`src/irq_status0_pkg.sv`:
```
// Package for the first-group interrupt status view.
// Assumes an APB master with 32-bit data and one aligned word per register.
package irq_status0_pkg;
    localparam int ADDR_W = 12;
    // Printed offsets are not all multiples of four, so they are indices
    localparam logic [ADDR_W-1:0] IDX_STATUS0_CLEAR = 12'h063;
    localparam logic [ADDR_W-1:0] IDX_STATUS0_PEEK = 12'h076;
    localparam logic [ADDR_W-1:0] ADDR_STATUS0_CLEAR = 12'(IDX_STATUS0_CLEAR * 4);
    localparam logic [ADDR_W-1:0] ADDR_STATUS0_PEEK = 12'(IDX_STATUS0_PEEK * 4);
    localparam logic [7:0] STATUS0_RESET = 8'h00;
    localparam logic [31:0] RDATA_ZERO = 32'h00000000;
    localparam int BIT_PACKET_END = 7;
    localparam int BIT_RX_EMPTY = 6;
    localparam int BIT_SELF_SETUP = 5;
    localparam int BIT_OSC_READY = 4;
    localparam int BIT_NVM_DONE = 3;
    localparam int BIT_TX_DONE = 2;
    localparam int BIT_RX_FULL = 1;
    localparam int BIT_PACKET_ARRIVED = 0;

    typedef struct packed {
        logic packet_end_read;
        logic rx_queue_empty;
        logic self_setup_done;
        logic osc_ready;
        logic nvm_op_done;
        logic tx_done;
        logic rx_queue_full;
        logic packet_arrived;
    } irq_events_t;

    typedef struct packed {
        logic psel;
        logic penable;
        logic pwrite;
        logic [ADDR_W-1:0] paddr;
        logic [31:0] pwdata;
    } apb_req_t;
endpackage

```
`src/irq_status0_flags.sv`:
```
// Eight sticky event flags shared by the clearing and peeking views.
// Assumes event pulses synchronous to ref_clk_i.
module irq_status0_flags (
    input wire logic ref_clk_i,
    input wire logic rst_n_i,
    input wire irq_status0_pkg::irq_events_t events_i,
    input wire logic clear_all_i,
    output logic [7:0] flags_o
);
    logic [7:0] next_flags;

    // Set wins over clear so an event in the clear cycle survives
    assign next_flags = (clear_all_i ? irq_status0_pkg::STATUS0_RESET : flags_o) | events_i;

    always_ff @(posedge ref_clk_i)
    begin
        if (!rst_n_i)
            flags_o <= irq_status0_pkg::STATUS0_RESET;
        else
            flags_o <= next_flags;
    end
endmodule

```
`src/irq_status0_peek_view.sv`:
```
// APB view of the first interrupt status group: peek and clear-on-read.
// Assumes an APB master on ref_clk_i and event pulses from the device core.
// Reset is synchronous and active low; every pin shares ref_clk_i.
// Write data is carried but unused: no bit of either view is writable.
// What this block does
// - Read-only peek register, writes ignored
// - Bit 7: packet last byte read
// - Bit 6: receive queue became empty
// - Bit 5: self initialization finished
// - Bit 4: oscillator start-up finished
// - Bit 3: non-volatile program/erase finished
// - Bit 2: packet transmission finished
// - Bit 1: receive queue became full
// - Bit 0: packet appended to receive buffer
// - Only companion register read clears all
module irq_status0_peek_view (
    input wire logic ref_clk_i,
    input wire logic rst_n_i,
    input wire logic psel_i,
    input wire logic penable_i,
    input wire logic pwrite_i,
    input wire logic [irq_status0_pkg::ADDR_W-1:0] paddr_i,
    input wire logic [31:0] pwdata_i,
    input wire logic packet_end_read_i,
    input wire logic rx_queue_empty_i,
    input wire logic self_setup_done_i,
    input wire logic osc_ready_i,
    input wire logic nvm_op_done_i,
    input wire logic tx_done_i,
    input wire logic rx_queue_full_i,
    input wire logic packet_arrived_i,
    output logic pready_o,
    output logic pslverr_o,
    output logic [31:0] prdata_o,
    output logic [7:0] irq_status0_peek_o
);
    ////////////////////////////////////////////////////////////////////
    // Bus side
    irq_status0_pkg::apb_req_t req;
    logic setup;
    logic read_setup;
    logic hit_peek;
    logic hit_clear;
    logic mapped;
    logic clear_read;

    // Event and flag side
    irq_status0_pkg::irq_events_t events;
    irq_status0_pkg::irq_events_t view;
    logic [7:0] flags;
    logic packet_end_read_view;
    logic rx_queue_empty_view;
    logic self_setup_done_view;
    logic osc_ready_view;
    logic nvm_op_done_view;
    logic tx_done_view;
    logic rx_queue_full_view;
    logic packet_arrived_view;
    logic [7:0] view_byte;

    // Next values of the registered outputs
    logic next_ready;
    logic next_err;
    logic [31:0] next_rdata;
    logic [7:0] next_peek;

    ////////////////////////////////////////////////////////////////////
    // Full-width compare; a partial decode would alias other registers
    function automatic logic addr_is(
        input logic [irq_status0_pkg::ADDR_W-1:0] addr,
        input logic [irq_status0_pkg::ADDR_W-1:0] target
    );
        return addr == target;
    endfunction

    // Flag at a named position of the store
    function automatic logic pick(input logic [7:0] store, input int pos);
        return store[pos];
    endfunction

    // Byte in the low lane; upper lanes read as zero
    function automatic logic [31:0] to_word(input logic [7:0] value);
        return irq_status0_pkg::RDATA_ZERO | 32'(value);
    endfunction

    ////////////////////////////////////////////////////////////////////
    // Bus inputs gathered into one request
    assign req = '{psel: psel_i, penable: penable_i, pwrite: pwrite_i,
                   paddr: paddr_i, pwdata: pwdata_i};

    // Answer in the cycle after setup: no wait state, pready registered
    assign setup = req.psel && !req.penable;
    assign read_setup = setup && !req.pwrite;

    assign hit_peek = addr_is(req.paddr, irq_status0_pkg::ADDR_STATUS0_PEEK);
    assign hit_clear = addr_is(req.paddr, irq_status0_pkg::ADDR_STATUS0_CLEAR);
    assign mapped = hit_peek || hit_clear;

    // Clear only on companion read
    // Peek reads and all writes leave the store alone
    assign clear_read = read_setup && hit_clear;

    ////////////////////////////////////////////////////////////////////
    // Sources are one-cycle pulses; a held level keeps setting its flag
    // Last packet byte read
    assign events.packet_end_read = packet_end_read_i;

    assign events.rx_queue_empty = rx_queue_empty_i;

    assign events.self_setup_done = self_setup_done_i;

    assign events.osc_ready = osc_ready_i;

    assign events.nvm_op_done = nvm_op_done_i;

    assign events.tx_done = tx_done_i;

    assign events.rx_queue_full = rx_queue_full_i;

    assign events.packet_arrived = packet_arrived_i;

    // Set wins over the clear inside the store
    irq_status0_flags u_flags (
        .ref_clk_i(ref_clk_i),
        .rst_n_i(rst_n_i),
        .events_i(events),
        .clear_all_i(clear_read),
        .flags_o(flags)
    );

    ////////////////////////////////////////////////////////////////////
    // Per-bit view of the shared store
    assign packet_end_read_view = pick(flags, irq_status0_pkg::BIT_PACKET_END);

    assign rx_queue_empty_view = pick(flags, irq_status0_pkg::BIT_RX_EMPTY);

    assign self_setup_done_view = pick(flags, irq_status0_pkg::BIT_SELF_SETUP);

    assign osc_ready_view = pick(flags, irq_status0_pkg::BIT_OSC_READY);

    assign nvm_op_done_view = pick(flags, irq_status0_pkg::BIT_NVM_DONE);

    assign tx_done_view = pick(flags, irq_status0_pkg::BIT_TX_DONE);

    assign rx_queue_full_view = pick(flags, irq_status0_pkg::BIT_RX_FULL);

    assign packet_arrived_view = pick(flags, irq_status0_pkg::BIT_PACKET_ARRIVED);

    // Repacked by name so a reordered field cannot move a bit
    assign view = '{
        packet_end_read: packet_end_read_view,
        rx_queue_empty: rx_queue_empty_view,
        self_setup_done: self_setup_done_view,
        osc_ready: osc_ready_view,
        nvm_op_done: nvm_op_done_view,
        tx_done: tx_done_view,
        rx_queue_full: rx_queue_full_view,
        packet_arrived: packet_arrived_view
    };
    assign view_byte = view;

    ////////////////////////////////////////////////////////////////////
    // Writes silently dropped; unmapped errors
    assign next_ready = setup;
    assign next_err = setup && !mapped;

    // Both views sample one store
    // Data taken at the setup edge, before a clear lands
    assign next_rdata = (read_setup && mapped)
                        ? to_word(view_byte) : irq_status0_pkg::RDATA_ZERO;

    // Peek pin trails the store by one cycle
    assign next_peek = view_byte;

    ////////////////////////////////////////////////////////////////////
    // One-cycle answer: high only in the access cycle
    always_ff @(posedge ref_clk_i)
    begin
        if (!rst_n_i)
            pready_o <= 1'b0;
        else
            pready_o <= next_ready;
    end

    // Error flag stands beside pready
    always_ff @(posedge ref_clk_i)
    begin
        if (!rst_n_i)
            pslverr_o <= 1'b0;
        else
            pslverr_o <= next_err;
    end

    // Read data is zero outside read answers
    always_ff @(posedge ref_clk_i)
    begin
        if (!rst_n_i)
            prdata_o <= irq_status0_pkg::RDATA_ZERO;
        else
            prdata_o <= next_rdata;
    end

    // Registered copy of the store for the pin
    always_ff @(posedge ref_clk_i)
    begin
        if (!rst_n_i)
            irq_status0_peek_o <= irq_status0_pkg::STATUS0_RESET;
        else
            irq_status0_peek_o <= next_peek;
    end
endmodule

```
`config.mk`:
```
export PLATFORM = sky130hd
export DESIGN_NAME = irq_status0_peek_view
export DESIGN_NICKNAME = d
export VERILOG_FILES = /design/src/irq_status0_pkg.sv /design/src/irq_status0_flags.sv /design/src/irq_status0_peek_view.sv
export SDC_FILE = /design/constraint.sdc
export NUM_CORES = 1
export LEC_CHECK = 0
export ABC_AREA = 1
export BUFFER_PORTS_ARGS = -buffer_cell sky130_fd_sc_hd__buf_2
export CORE_UTILIZATION = 39
export CTS_BUF_LIST = sky130_fd_sc_hd__clkbuf_8 sky130_fd_sc_hd__clkbuf_16
export CTS_CLUSTER_SIZE = 20
export DETAILED_ROUTE_END_ITERATION = 8
export GPL_TIMING_DRIVEN = 0
export PLACE_DENSITY = 0.84
export SYNTH_ARGS = -nofsm -noshare
export SYNTH_HDL_FRONTEND = slang
export SYNTH_SLANG_ARGS = --single-unit
```
`constraint.sdc`:
```
create_clock -name ref_clk_i -period 1.5 [get_ports ref_clk_i]
set_clock_uncertainty 0.2 [all_clocks]
set_input_delay 0 -clock ref_clk_i [delete_from_list [all_inputs] [get_ports ref_clk_i]]
set_output_delay 0 -clock ref_clk_i [all_outputs]
set_load 0.01 [all_outputs]
```
==> summary.txt <==
Run status
  • Status: complete, but fails checks
  • Failing checks: hold timing

Drt
  • Final ANT Viol Nets: 0
  • Avg WL per Cell: 8.09 µm
  • Vias/cell: 3.72
  • Met3 Wirelength: 147 µm
  • DR iter-0 viols: 12
  • Top sig layer: met4
  • DR pass1 iterations: 4
  • Met2 WL: 1090 µm
  • WL met1: between 800 and 900 µm
  • Remaining DRCs: 0
  • DRT Wirelength: around 2100 µm
  • Via count: 975

STA
  • Tmin final: 1.42 ns
  • Pins Over Slew Limit: 0
  • RSZ-0062 raised after global routing: false
  • Total Neg Setup Slack: 0 ns
  • Crit share post-route: about 95%
  • Final Hold Slack: -0.0226 ns
  • Hold Fails Final Rpt: 3
  • Setup-failing EPs final: 0
  • Peak Freq: roughly 700 MHz

Die
  • Die Wd: 54.2 µm
  • DIE AREA: 0.00294 mm²
  • Starting Density: 42.1%
  • Core Region: ~0.0025 mm²
  • Row cnt: 18
  • I/O pins: 99
  • Die Span Y: 54.2 µm

Final layout
  • End-of-flow core utilization: between 60% and 70%
  • Area delta synth->final: 63.5%
  • Most frequent cells in the layout: 41 x buf_2, 37 x nand2_1, 29 x dlygate4sd3_1
  • ANT cells: 0
  • Commonest non-fill, non-tap cell in the layout: buf_2
  • Layout cells sized above 1: 32.3%
  • Filler Cells Inserted: ~220
  • Area of the multi-input gates: 347 µm²
  • Seq. cell area: ~520 µm²
  • Nets: just under 300

Worst setup path
  • Worst setup path class: flip-flop to flip-flop
  • Setup crit end kind: flip-flop
  • CP Max Fanout: 2
  • CP Launch Type: flip-flop
  • Crit path DAT: ~1.4 ns
  • Critical Path RT: between 1 and 1.5 ns

CTS
  • TritonCTS Sinks: 26
  • CTS Buf Count: 3
  • Clk_lat worst skew: 0.27 ns
  • Clock tree buffer depth: 2
  • Clock-pin slew on the worst setup and hold paths: 0.09 ns
  • Post-CTS Setup Bufs: 0
  • Post-CTS sizing: 0
  • Clock Root Buffer: clkbuf_8
  • CTS H-tree lvls: 1
  • CTS tree: done

Logic synthesis
  • Compound-Gate Fraction of Synth Area: 0.471%
  • Avg Inst Size Synth: a little under 8 µm²
  • Mux cell area share after synthesis: 0%
  • Synth warn: 0
  • Mapped cell area: 0.00106 mm²
  • Sequential-to-total area share from yosys stat: 49.0%
  • Largest family of logic cells by synthesized area: buffers and inverters
  • Post-synthesis xor/xnor area fraction: 0%
  • Adder-cell share of the synthesized area: 0%
  • Post-Synth Simple-Gate Area: 23.7%
  • Count of unique library cells instantiated by Yosys: 14
  • Mapped Cells: 135
  • Register bit count reported by yosys: 26

Pwr
  • Lkg Pwr: 1.06 nW
  • Int Power: about 1.1 mW
  • Psw: 337 µW
  • Comb power frac: 18.5%
  • Pwr Density: 837 mW/mm²
  • Clock Power Share: 30.7%
  • Peak supply drop: 0.713 mV
  • Part of the power in registers: 50.8%
  • Switching share of power: between 20% and 30%

Global routing
  • Total global routing overflow: 0
  • Vias in the first global route: 769
  • All-Layer GR Usage: ~15%
  • Antenna violations before repair: 0
  • Largest net degree at the start of global routing: 15
  • First-pass GRT wire length: roughly 3200 µm

Worst hold path
  • Hold Path Class: primary input to flip-flop

Run
  • Maxcap violations: 0

Placed design
  • Final Wtd Congestion: 0.642
  • I/O Buffers: 41
  • Final HPWL DP: 1280 µm
==> metrics by stage <==
stage	hold slack (ns)	power (mW)	cell area, µm²	setup WS, ns	std cells
5_1_grt	0.0188	1.53	1740	0.0288	262
3_5_place_dp	-0.00595	0.947	1390	0.451	229
2_1_floorplan	-0.0940	0.892	1150	0.658	158
6_report	-0.0226	1.45	1740	0.0752	262
3_3_place_gp	-0.00870	0.944	1390	0.461	229
4_1_cts	-0.0534	1.45	1730	0.127	261
==> cells by family (layout without fill, tap and decap cells) <==
group / Yosys count / after routing
AO/OA/AOI/OAI: 1 / 1
other: 1 / 24
flip-flops: 26 / 26
AND/OR/NAND/NOR: 58 / 58
buffers and inverters: 49 / 123
==> path summary, 6_finish.rpt <==
kind | startpoint | end | slack (ns) | cells after the start
worst max-delay path | u_flags.flags_o[4] | u_flags.flags_o[4] | 0.08 | 5
worst min-delay path | paddr_i[2] | pslverr_o | -0.02 | 5
worst min register to register | u_flags.flags_o[3] | prdata_o[3] | 0.23 | 2
worst max register to register | u_flags.flags_o[4] | u_flags.flags_o[4] | 0.08 | 5
==> critical path: stages, from the launching register on <==
cell and delay [ns]:
dfxtp_1 0.32, nand2_1 0.06, inv_1 0.05, nand2_1 0.09, nand2_1 0.06, dlygate4sd3_1 0.55
==> sequential cells by signal, summed over array words and instances (netlist names) <==
signal              flops
irq_status0_peek_o      8
prdata_o                8
pready_o                1
pslverr_o               1
u_flags.flags_o         8
==> cell usage after synthesis <==
library cell | count | area (µm²)
nand2_2 | 1 | 6.26
nor2_1 | 14 | 52.6
dfxtp_1 | 26 | 521
nor2_2 | 1 | 6.26
inv_1 | 23 | 86.3
nand3_4 | 1 | 17.5
nand3_1 | 1 | 5.00
nand3b_1 | 1 | 7.51
a21oi_1 | 1 | 5.00
buf_4 | 26 | 195
conb_1 | 1 | 3.75
nand2_1 | 37 | 139
nor2_4 | 1 | 11.3
nand4_1 | 1 | 6.26
==> layer usage <==
| layer | track usage (%) | vias up |
|---|---|---|
| li1 | - | 531 |
| met1 | 16.8 | 403 |
| met2 | 28.0 | 39 |
| met3 | 3.39 | 2 |
| met4 | 6.41 | 0 |
| met5 | 0 | - |
==> power by group through the flow <==
stage               clock network [mW]  registers, mW  logic [mW]
floorplan                            0          0.763       0.129
global placement                     0          0.753       0.191
detailed placement                   0          0.754       0.193
CTS                              0.456          0.738       0.259
global route                     0.484          0.744       0.300
finish                           0.447          0.738       0.269
==> repair_timing <==
item,CTS,global route
hold endpoints to repair,25,1
hold buffers,28,1
setup endpoints to repair,0,0
==> cell type report <==
class / instances / area share (%)
plain buffers: 26 / 11.2
clock buffers: 4 / 3.17
inverters: 23 / 4.97
multi-input cells: 83 / 20.0
flip-flops and latches: 26 / 30.0
well taps: 30 / 2.16
repair buffers: 70 / 28.5
(Power assumes the default switching activity.)
